### src/design/nv_access_pkg.sv
// Contract
// - store holds 64 locations of 8 bits, reached only through three registers.
// - each read or write moves one byte at the indexed location.
// - control register sits only at 40H of bank 1, via indirect port.
// - index and byte registers answer in every bank.
// - index holds 6 bits; bits 7 and 6 read zero.
// - write arm low blocks every store write.
// - write trigger starts a write only if write arm already set.
// - hardware clears write trigger when the write cycle ends.
// - read arm low blocks every store read.
// - read trigger starts a read only if read arm already set.
// - hardware clears read trigger when the read cycle ends.
// - byte register keeps fetched byte until next read or write.
// - write cycle timed independently of the system clock; here it is counted as WRITE_LEN cycles of ref_clk_i, paused while ce_i is low.
// - reset clears write arm and selects bank 0.
// - completion interrupt needs block enable and shared enable both set.
// - write end sets block flag and shared request flag.
// - vector only with global, block, shared enables set and stack not full.
// - service clears only shared flag; software clears block flag.
// - bank select bit 0 picks bank for indirect access; direct is bank 0.
`default_nettype none

package nv_access_pkg;

	localparam int NV_DEPTH = 64;
	localparam int NV_AW = 6;
	localparam int NV_DW = 8;

	localparam logic [7:0] CTRL_OFFSET = 8'h40;
	localparam logic [7:0] INDEX_OFFSET = 8'h1e;
	localparam logic [7:0] BYTE_OFFSET = 8'h1f;
	localparam logic [7:0] BANK_OFFSET = 8'h04;
	localparam logic [7:0] IRQ_OFFSET = 8'h0e;

	localparam int CTRL_WRITE_ARM_BIT = 3;
	localparam int CTRL_WRITE_TRIG_BIT = 2;
	localparam int CTRL_READ_ARM_BIT = 1;
	localparam int CTRL_READ_TRIG_BIT = 0;
	localparam int BANK_SEL_BIT = 0;
	localparam int IRQ_NV_EN_BIT = 0;
	localparam int IRQ_MF_EN_BIT = 1;
	localparam int IRQ_NV_FLAG_BIT = 2;
	localparam int IRQ_MF_FLAG_BIT = 3;

	localparam logic [5:0] INDEX_RESET = 6'h00;
	localparam logic [7:0] BYTE_RESET = 8'h00;
	localparam logic [7:0] RDATA_RESET = 8'h00;

	localparam int CLK_PERIOD_NS = 5;
	localparam int WRITE_TIME_NS = 2000;
	localparam int READ_TIME_NS = 20;
	localparam int WRITE_CYCLES = (WRITE_TIME_NS + CLK_PERIOD_NS - 1) / CLK_PERIOD_NS;
	localparam int READ_CYCLES = (READ_TIME_NS + CLK_PERIOD_NS - 1) / CLK_PERIOD_NS;
	localparam int CNT_W = 16;

	typedef enum logic [1:0] {
		ST_IDLE,
		ST_READ,
		ST_WRITE
	} nv_state_t;

endpackage : nv_access_pkg

`default_nettype wire

### src/design/data_eeprom_access_control.sv
`default_nettype none

module data_eeprom_access_control
	import nv_access_pkg::*;
#(
	parameter int WRITE_LEN = WRITE_CYCLES,
	parameter int READ_LEN = READ_CYCLES
) (
	input wire logic ref_clk_i,
	input wire logic rst_n_i,
	input wire logic ce_i,
	input wire logic [7:0] mem_addr_i,
	input wire logic mem_indirect_i,
	input wire logic mem_wr_i,
	input wire logic mem_rd_i,
	input wire logic [7:0] mem_wdata_i,
	input wire logic global_irq_enable_i,
	input wire logic stack_full_i,
	input wire logic irq_ack_i,
	output logic [7:0] mem_rdata_o,
	output logic irq_vector_o,
	output logic busy_o
);

	function automatic logic addr_hit(input logic [7:0] addr, input logic [7:0] offset);
		addr_hit = (addr == offset);
	endfunction : addr_hit

	function automatic logic [CNT_W-1:0] len_to_cnt(input int len);
		len_to_cnt = CNT_W'(len - 1);
	endfunction : len_to_cnt

	// register state
	logic write_arm_q;
	logic write_trig_q;
	logic read_arm_q;
	logic read_trig_q;
	logic [5:0] index_q;
	logic [7:0] byte_q;
	logic bank_q;
	logic nv_irq_en_q;
	logic mf_irq_en_q;
	logic nv_irq_flag_q;
	logic mf_irq_flag_q;
	nv_state_t state_q;
	nv_state_t state_d;
	logic [CNT_W-1:0] cnt_q;
	logic [CNT_W-1:0] cnt_d;
	logic [5:0] op_addr_q;
	logic [7:0] op_data_q;

	// store port
	logic [7:0] store_rdata;

	// decode
	wire bank1_sel = mem_indirect_i & bank_q;
	wire hit_ctrl = bank1_sel & addr_hit(mem_addr_i, CTRL_OFFSET);
	wire hit_index = addr_hit(mem_addr_i, INDEX_OFFSET);
	wire hit_byte = addr_hit(mem_addr_i, BYTE_OFFSET);
	wire hit_bank = addr_hit(mem_addr_i, BANK_OFFSET);
	wire hit_irq = addr_hit(mem_addr_i, IRQ_OFFSET);
	wire wr_ctrl = mem_wr_i & hit_ctrl;
	wire wr_index = mem_wr_i & hit_index;
	wire wr_byte = mem_wr_i & hit_byte;
	wire wr_bank = mem_wr_i & hit_bank;
	wire wr_irq = mem_wr_i & hit_irq;

	// trigger handling
	wire idle = (state_q == ST_IDLE);
	wire new_write_trig = mem_wdata_i[CTRL_WRITE_TRIG_BIT];
	wire new_read_trig = mem_wdata_i[CTRL_READ_TRIG_BIT];
	wire both_trig = new_write_trig & new_read_trig;
	wire start_write = wr_ctrl & new_write_trig & ~both_trig & write_arm_q & idle;
	wire start_read = wr_ctrl & new_read_trig & ~both_trig & read_arm_q & idle;
	wire cnt_zero = (cnt_q == '0);
	wire write_done = (state_q == ST_WRITE) & cnt_zero;
	wire read_done = (state_q == ST_READ) & cnt_zero;
	wire store_we = write_done & write_arm_q;
	wire store_re = start_read;

	// read mux
	wire [7:0] ctrl_view = {4'h0, write_arm_q, write_trig_q, read_arm_q, read_trig_q};
	wire [7:0] index_view = {2'b00, index_q};
	wire [7:0] bank_view = {7'h00, bank_q};
	wire [7:0] irq_view = {4'h0, mf_irq_flag_q, nv_irq_flag_q, mf_irq_en_q, nv_irq_en_q};
	wire [7:0] read_mux = hit_ctrl ? ctrl_view :
		hit_index ? index_view :
		hit_byte ? byte_q :
		hit_bank ? bank_view :
		hit_irq ? irq_view : 8'h00;

	// interrupt gating
	wire vector_d = global_irq_enable_i & ~stack_full_i & nv_irq_en_q & mf_irq_en_q
		& mf_irq_flag_q;
	wire mf_flag_clr = irq_ack_i | (wr_irq & ~mem_wdata_i[IRQ_MF_FLAG_BIT]);
	wire nv_flag_clr = wr_irq & ~mem_wdata_i[IRQ_NV_FLAG_BIT];
	wire mf_flag_set = write_done | (wr_irq & mem_wdata_i[IRQ_MF_FLAG_BIT]);
	wire nv_flag_set = write_done | (wr_irq & mem_wdata_i[IRQ_NV_FLAG_BIT]);

	// sequencer next state
	always_comb
	begin
		state_d = state_q;
		cnt_d = cnt_q;
		case (state_q)
			ST_IDLE:
			begin
				if (start_write)
				begin
					state_d = ST_WRITE;
					cnt_d = len_to_cnt(WRITE_LEN);
				end
				else if (start_read)
				begin
					state_d = ST_READ;
					cnt_d = len_to_cnt(READ_LEN);
				end
			end
			ST_READ, ST_WRITE:
			begin
				if (cnt_zero)
				begin
					state_d = ST_IDLE;
				end
				else
				begin
					cnt_d = cnt_q - 1'b1;
				end
			end
			default:
			begin
				state_d = ST_IDLE;
				cnt_d = '0;
			end
		endcase
	end

	always_ff @(posedge ref_clk_i)
	begin
		if (!rst_n_i)
		begin
			state_q <= ST_IDLE;
			cnt_q <= '0;
		end
		else if (ce_i)
		begin
			state_q <= state_d;
			cnt_q <= cnt_d;
		end
	end

	// control register
	always_ff @(posedge ref_clk_i)
	begin
		if (!rst_n_i)
		begin
			write_arm_q <= 1'b0;
			read_arm_q <= 1'b0;
		end
		else if (ce_i && wr_ctrl)
		begin
			write_arm_q <= mem_wdata_i[CTRL_WRITE_ARM_BIT];
			read_arm_q <= mem_wdata_i[CTRL_READ_ARM_BIT];
		end
	end

	always_ff @(posedge ref_clk_i)
	begin
		if (!rst_n_i)
		begin
			write_trig_q <= 1'b0;
			read_trig_q <= 1'b0;
		end
		else if (ce_i)
		begin
			write_trig_q <= start_write | (write_trig_q & ~write_done);
			read_trig_q <= start_read | (read_trig_q & ~read_done);
		end
	end

	// index, bank and byte registers
	always_ff @(posedge ref_clk_i)
	begin
		if (!rst_n_i)
		begin
			index_q <= INDEX_RESET;
			bank_q <= 1'b0;
		end
		else if (ce_i)
		begin
			if (wr_index)
			begin
				index_q <= mem_wdata_i[5:0];
			end
			if (wr_bank)
			begin
				bank_q <= mem_wdata_i[BANK_SEL_BIT];
			end
		end
	end

	always_ff @(posedge ref_clk_i)
	begin
		if (!rst_n_i)
		begin
			byte_q <= BYTE_RESET;
		end
		else if (ce_i)
		begin
			if (read_done)
			begin
				byte_q <= store_rdata;
			end
			else if (wr_byte)
			begin
				byte_q <= mem_wdata_i;
			end
		end
	end

	// write payload captured at trigger
	always_ff @(posedge ref_clk_i)
	begin
		if (!rst_n_i)
		begin
			op_addr_q <= INDEX_RESET;
			op_data_q <= BYTE_RESET;
		end
		else if (ce_i && start_write)
		begin
			op_addr_q <= index_q;
			op_data_q <= byte_q;
		end
	end

	// interrupt enables and flags, set wins
	always_ff @(posedge ref_clk_i)
	begin
		if (!rst_n_i)
		begin
			nv_irq_en_q <= 1'b0;
			mf_irq_en_q <= 1'b0;
			nv_irq_flag_q <= 1'b0;
			mf_irq_flag_q <= 1'b0;
		end
		else if (ce_i)
		begin
			if (wr_irq)
			begin
				nv_irq_en_q <= mem_wdata_i[IRQ_NV_EN_BIT];
				mf_irq_en_q <= mem_wdata_i[IRQ_MF_EN_BIT];
			end
			nv_irq_flag_q <= nv_flag_set | (nv_irq_flag_q & ~nv_flag_clr);
			mf_irq_flag_q <= mf_flag_set | (mf_irq_flag_q & ~mf_flag_clr);
		end
	end

	// outputs
	always_ff @(posedge ref_clk_i)
	begin
		if (!rst_n_i)
		begin
			mem_rdata_o <= RDATA_RESET;
			irq_vector_o <= 1'b0;
			busy_o <= 1'b0;
		end
		else if (ce_i)
		begin
			if (mem_rd_i)
			begin
				mem_rdata_o <= read_mux;
			end
			irq_vector_o <= vector_d;
			busy_o <= (state_d != ST_IDLE);
		end
	end

	// byte store
	nv_store_mem #(
		.DEPTH(NV_DEPTH),
		.AW(NV_AW),
		.DW(NV_DW)
	) u_store (
		.ref_clk_i(ref_clk_i),
		.rst_n_i(rst_n_i),
		.ce_i(ce_i),
		.we_i(store_we),
		.waddr_i(op_addr_q),
		.wdata_i(op_data_q),
		.re_i(store_re),
		.raddr_i(index_q),
		.rdata_o(store_rdata)
	);

	// checking helpers
	logic [CNT_W-1:0] wlen_q;
	logic [CNT_W-1:0] rlen_q;

	always_ff @(posedge ref_clk_i)
	begin
		if (!rst_n_i)
		begin
			wlen_q <= '0;
			rlen_q <= '0;
		end
		else if (ce_i)
		begin
			wlen_q <= write_trig_q ? wlen_q + 1'b1 : '0;
			rlen_q <= read_trig_q ? rlen_q + 1'b1 : '0;
		end
	end
endmodule : data_eeprom_access_control

`default_nettype wire

### src/design/nv_store_mem.sv
`default_nettype none

module nv_store_mem
	import nv_access_pkg::*;
#(
	parameter int DEPTH = NV_DEPTH,
	parameter int AW = NV_AW,
	parameter int DW = NV_DW
) (
	input wire logic ref_clk_i,
	input wire logic rst_n_i,
	input wire logic ce_i,
	input wire logic we_i,
	input wire logic [AW-1:0] waddr_i,
	input wire logic [DW-1:0] wdata_i,
	input wire logic re_i,
	input wire logic [AW-1:0] raddr_i,
	output logic [DW-1:0] rdata_o
);

	logic [DW-1:0] cells [DEPTH];

	// cell array, no reset
	always_ff @(posedge ref_clk_i)
	begin
		if (ce_i && we_i)
		begin
			cells[waddr_i] <= wdata_i;
		end
	end

	// registered read port
	always_ff @(posedge ref_clk_i)
	begin
		if (!rst_n_i)
		begin
			rdata_o <= DW'(RDATA_RESET);
		end
		else if (ce_i && re_i)
		begin
			rdata_o <= cells[raddr_i];
		end
	end

endmodule : nv_store_mem

`default_nettype wire

### config.mk
export PLATFORM = sky130hd
export DESIGN_NAME = data_eeprom_access_control
export DESIGN_NICKNAME = d
export VERILOG_FILES = /design/src/design/nv_access_pkg.sv /design/src/design/data_eeprom_access_control.sv /design/src/design/nv_store_mem.sv
export SDC_FILE = /design/constraint.sdc
export NUM_CORES = 1
export LEC_CHECK = 0
export BUFFER_PORTS_ARGS = -buffer_cell sky130_fd_sc_hd__buf_2
export CORE_MARGIN = 2
export CORE_UTILIZATION = 50
export DETAILED_ROUTE_END_ITERATION = 12
export PLACE_DENSITY = 0.62
export SKIP_CTS_REPAIR_TIMING = 1
export SLEW_MARGIN = 30
export SYNTH_ARGS = -nofsm -noshare
export SYNTH_HDL_FRONTEND = slang
export SYNTH_SLANG_ARGS = --single-unit
### constraint.sdc
create_clock -name ref_clk_i -period 3.4 [get_ports ref_clk_i]
set_input_delay 0.17 -clock ref_clk_i [delete_from_list [all_inputs] [get_ports ref_clk_i]]
set_output_delay 0.17 -clock ref_clk_i [all_outputs]
set_load 0.03 [all_outputs]
* Word-level counts from Yosys, hierarchy flattened
Memories as Yosys holds them, arrays and structs flattened. A register that Yosys moved wholly into a read port is not among the register bits.
Index checks and enable logic that the tools add are counted.
** Operators by class
- $add $sub $neg :: 1
- Equal/unequal tests :: 9
- Muxes and demuxes :: 17
- Bitwise gates (word level) :: 46
- Reductions and logical operators :: 16
** Operator list (count)
- $mux W16 :: 3
- $mux W8 :: 5
- $pmux W16 S2 :: 1
- $and A1 B1 Y1 :: 31
- $eq A8 B5 Y1 const B :: 2
- $logic_not A16 Y1 :: 1
- $sub A16 B1 Y16 const B :: 1
- $reduce_and A2 Y1 :: 5
- $eq A8 B3 Y1 const B :: 1
- $eq A8 B4 Y1 const B :: 1
- $eq A8 B7 Y1 const B :: 1
- $mux W4 :: 2
- $not A1 Y1 :: 8
- $or A1 B1 Y1 :: 7
- $mux W2 :: 3
- $logic_and A1 B1 Y1 :: 4
- $pmux W2 S2 :: 1
- $reduce_bool A2 Y1 :: 2
- $ne A3 B1 Y1 const B :: 1
- $reduce_and A3 Y1 :: 1
- $eq A2 B1 Y1 const B :: 1
- $eq A2 B2 Y1 const B :: 1
- $logic_not A2 Y1 :: 1
- $mux W1 :: 2
- other kinds (3) :: 3
** Word-level totals
- Register bits :: 65
- RAM bits :: 512
- Input bits :: 25
- Output and inout bits :: 10
- Word-level logic and storage cells :: 108
- Memories kept :: 1
** Memories
- u_store.cells :: depth 64, width 8, rd ports 1, clocked after Yosys merged registers in 1, wr ports 1, RTL line nv_store_mem.sv:21 : logic [DW-1:0] cells [DEPTH];

* Longest topological paths before layout
- Word-level depth :: 11
- Mapped depth :: 11

* Cells and area by module
From an unflattened synthesis, not the netlist that was laid out.
** Unflattened totals
- Cell total of the unflattened synthesis :: 1381
- Area, all modules :: 23442.5 um^2
** By module, submodules not included
- nv_store_mem :: instances 1, cells an instance 983, area an instance 20153.1 um^2, seq. area each 15534.9 um^2
- data_eeprom_access_control :: instances 1, cells an instance 398, area an instance 3289.4 um^2, seq. area each 1301.2 um^2

* Worst setup path before layout
No wires, ideal clock.
- Path kind :: register to register
- Start :: register cnt_q[0]
- End :: memory u_store.cells[61][0] (netlist bit) (enable)
- Library setup time :: 0.370 ns
- Data arrival time :: 2.518 ns
- Required time :: 3.030 ns
- Path slack :: 0.512 ns
- Stages on the path, launching flop included :: 9
- Buffers on the path :: 0
- Period minus slack after synthesis :: 2.888 ns
- Path through :: dfxtp_1 > inv_1 > ha_1 > or4b_2 > nor4_4 > nand4_1 > nor2_1 > nand3_1 > nor2_1
** On the way
- Word-level cells in the longest chain between the ends :: 6
** RTL lines
- start, declared :: RTL line data_eeprom_access_control.sv:47 : logic [CNT_W-1:0] cnt_q;
- start signal, assigned :: RTL line data_eeprom_access_control.sv:148 : cnt_q <= cnt_d;
- $logic_not A16 Y1 :: RTL line data_eeprom_access_control.sv:75 : wire cnt_zero = (cnt_q == '0);
- $and A1 B1 Y1 :: RTL line data_eeprom_access_control.sv:76 : wire write_done = (state_q == ST_WRITE) & cnt_zero;
- $and A1 B1 Y1 :: RTL line data_eeprom_access_control.sv:78 : wire store_we = write_done & write_arm_q;
- $logic_and A1 B1 Y1 :: RTL line nv_store_mem.sv:26 : if (ce_i && we_i)
- $mux W1 :: RTL line nv_store_mem.sv:26
- $mux W1 (implied by the code) :: RTL line nv_store_mem.sv:28 : cells[waddr_i] <= wdata_i;
- end, declared :: RTL line nv_store_mem.sv:21
Every way passes these cells.

* Worst setup path in the final report
- Start :: register cnt_q[0]
- End :: memory u_store.cells[56][6] (netlist bit) (enable)
The elaborated chain is that of the path after synthesis.

==> metrics.md <==
| Metric | Value |
|---|---|
| Hold slack | -0.0376 ns |
| EDFF count, synth | 512 |
| Layout cell share with drive strength beyond 1 | 27.2% |
| I/O pin count | 35 |
| Routed via count | 12.5k |
| Drt wl/cell | 25.3 um |
| Outcome | finished with violations |
| Synth warn | 0 |
| Critical path destination | u_store.cells[56][6] |
| Total track usage | 22.8% |
| Register area share after synthesis | 72.5% |
| Fin cells | 2,094 |
| Reg2Reg Depth | 10 |
| Synth Area per Inst | 17.9 um2 |
| Register bit total from synthesis | 585 |
| Clock sinks | 585 |
| Clock skew | 0.0197 ns |
| Total wire length | 53,100 um |
| Antenna Nets Post-Route | 0 |
| Critical R2R Launch | cnt_q[0] |
| Final-report hold violation count | 3 |
| Failing checks | negative hold slack |
| Syn Nets | 1,327 |
| GRT overflow | 0 |
| Clock transition at path regs | 0.06 ns |
| Async set-reset flop share out of synthesis | 0% |
| Synth Instances | 1,297 |
| Most common cell in the netlist | edfxtp_1 |
| RePlAce Congestion | 0.838 |
| Mapped Area | 23,200 um2 |
| Starting Density | 50.9% |
| CP Launch Type | flop |
| Reg2reg setup slack | 0.29 ns |
| CTS Buffer Depth | 3 |
| Max VDD drop | 0.000431 V |
| Vias in the first global route | 12.4k |
| Area contributors post-synth | edfxtp_1 66%, mux4_2 14%, dfxtp_1 6.3%, nor2_1 2.0%, mux2i_1 1.6% |
| Post-route design area | 26,800 um2 |
| Number of diodes | 0 |
| Mean number of vias per cell | 5.95 |
| Period utilization | 91.5% |
| Drt pass-1 iters | 6 |
| Slew @ Worst Pin | 0.991 ns |
| Yosys top cell by area | edfxtp_1 |
| Slew Limit Fails | 0 |
| Skew-Pair Late Insertion Delay | 0.62 ns |
| Worst Setup SP | cnt_q[0] |
| Die Width | 219 um |
| Layout area overhead | 15.3% |
| First-pass GRT wire length | 80,300 um |
| Largest net degree at the start of global routing | 66 |
| Htree depth | 2 |
| Top cell type's share of synthesized area | 66.2% |
| Die height | 219 um |
| CP Capture Type | flop |
| Number of max-cap violations | 0 |
| Post-DP HPWL | 33,200 um |
| Worst endpoint required time | 3.71 ns |
| Placed cells | 1,979 |
| P_leak | 0.00984 uW |
| Clock Tree Root | clkbuf_16 |
| Initial antenna violation count | 0 |
| Core Rows | 78 |
| # setup viols final | 0 |
| Pwr Density | 530 nW/um2 |
| Full die area | 48,200 um2 |
| Placed Area | 24,800 um2 |
| Netlist cell types | 57 |
| Core area | 45,600 um2 |
| RR Endpoint | u_store.cells[56][6] |
| Residual DRC | 0 |
| Post-route setup TNS | 0 ns |
| DRT iter0 DRCs | 1,374 |
| Critical path data arrival time | 3.42 ns |
| Slew margin rel. | 33.9% |
| Synth cell count leaders | 512 x edfxtp_1, 144 x mux4_2, 122 x nor2_1 |
| Worst Path Max Fanout | 8 |
| Port bufs | 34 |
| Worst min path class | input pin to flop |
| Nets | 1,478 |
| CTS tree | yes |
| RSZ-0062 raised after global routing | false |
| Final Core Density | 58.7% |
| Kind of critical path | flop to flop |
| Fmax | 0.321 GHz |
| Min Tclk post-route | 3.11 ns |
| Synth Flop Type | edfxtp_1 |
| Clock buffers created by TritonCTS | 57 |
[worst max-delay path: stages, from the launching register on]
cell and delay (ns):
dfxtp_1 0.33, inv_1 0.08, ha_1 0.19, or4b_2 0.64
nor4_4 0.30, nand4_1 0.23, nor2_1 0.27, nand2_1 0.25
buf_4 0.23, nor2_1 0.10, buf_4 0.19
[power by group]
group | internal (uW) | switching (uW) | leakage [uW] | total, uW
Sequential | 7690 | 1.60 | 0.00652 | 7690
Combinational | 30.8 | 57.4 | 0.00240 | 88.2
Clock | 3760 | 2660 | 0.000924 | 6420
Total | 11500 | 2710 | 0.00984 | 14200
[cell families after synthesis]
logic type	Yosys count	share of synthesized area, %
DFF	585	72.5
and+or+nand+nor	296	6.05
muxes	182	15.6
AOI/OAI and AO/OA	149	4.02
buffers and inverters	80	1.54
adders and majority gates	5	0.269
[cell usage in the layout, fill, tap and decap left out, types with 8 or more instances in the layout]
cell type,instances
a211oi_1,9
a21oi_1,43
a221oi_1,9
a22oi_1,25
buf_2,34
buf_4,111
bufinv_16,8
clkbuf_16,59
clkinv_1,11
clkinv_2,14
dfxtp_1,62
dlygate4sd3_1,10
edfxtp_1,512
inv_1,11
mux2i_1,38
mux4_2,144
nand2_1,76
nand3_1,15
nand4_1,8
nor2_1,122
nor2b_1,13
nor3_1,10
o211ai_1,8
o21ai_0,40
[routing by layer]
layer	up-vias	track usage [%]	wire [um]
met5	-	0	0
met4	0	7.23	1380
met3	86	3.30	3290
met2	441	35.1	24600
met1	6439	34.1	23800
li1	5502	-	-
[stage by stage]
stage                     hold slack, ns  power [uW]  setup slack (ns)
after floorplan                    0.314        7890             0.512
after global placement             0.439        7920             0.321
after detailed placement           0.442        7920             0.277
after CTS                         -0.182       14300             0.268
after global routing           0.0000138       14600            0.0599
final                            -0.0376       14200             0.288
[worst min-delay path by stage]
stage	cells past startpoint	to	start	slack, ns
finish	4	mem_rdata_o[7]	mem_rd_i	-0.04
global route	4	mem_rdata_o[6]	mem_rd_i	0.00001
CTS	3	index_q[4]	mem_wdata_i[4]	-0.18
detailed placement	2	mem_rdata_o[7]	mem_rdata_o[7]	0.44
global placement	2	mem_rdata_o[7]	mem_rdata_o[7]	0.44
floorplan	2	mf_irq_en_q	mem_wdata_i[1]	0.31
[flip-flops by register name, indices dropped and copies added (netlist names), 2 cells and up]
| register | count |
|---|---|
| byte_q | 8 |
| index_q | 6 |
| u_store.rdata_o | 8 |
| mem_rdata_o | 8 |
| op_addr_q | 6 |
| u_store.cells | 512 |
| cnt_q | 16 |
| state_q | 2 |
| op_data_q | 8 |
[area by class of cell]
type | count | area [um2]
fill | 3371 | 18800
sequential | 585 | 16900
multi-input combinational | 632 | 6020
clock buffer | 66 | 1500
timing repair buffer | 159 | 1180
tap | 600 | 751
clock inverter | 39 | 402
inverter | 13 | 48.8
Note: power is estimated with default switching activity, not from simulation.
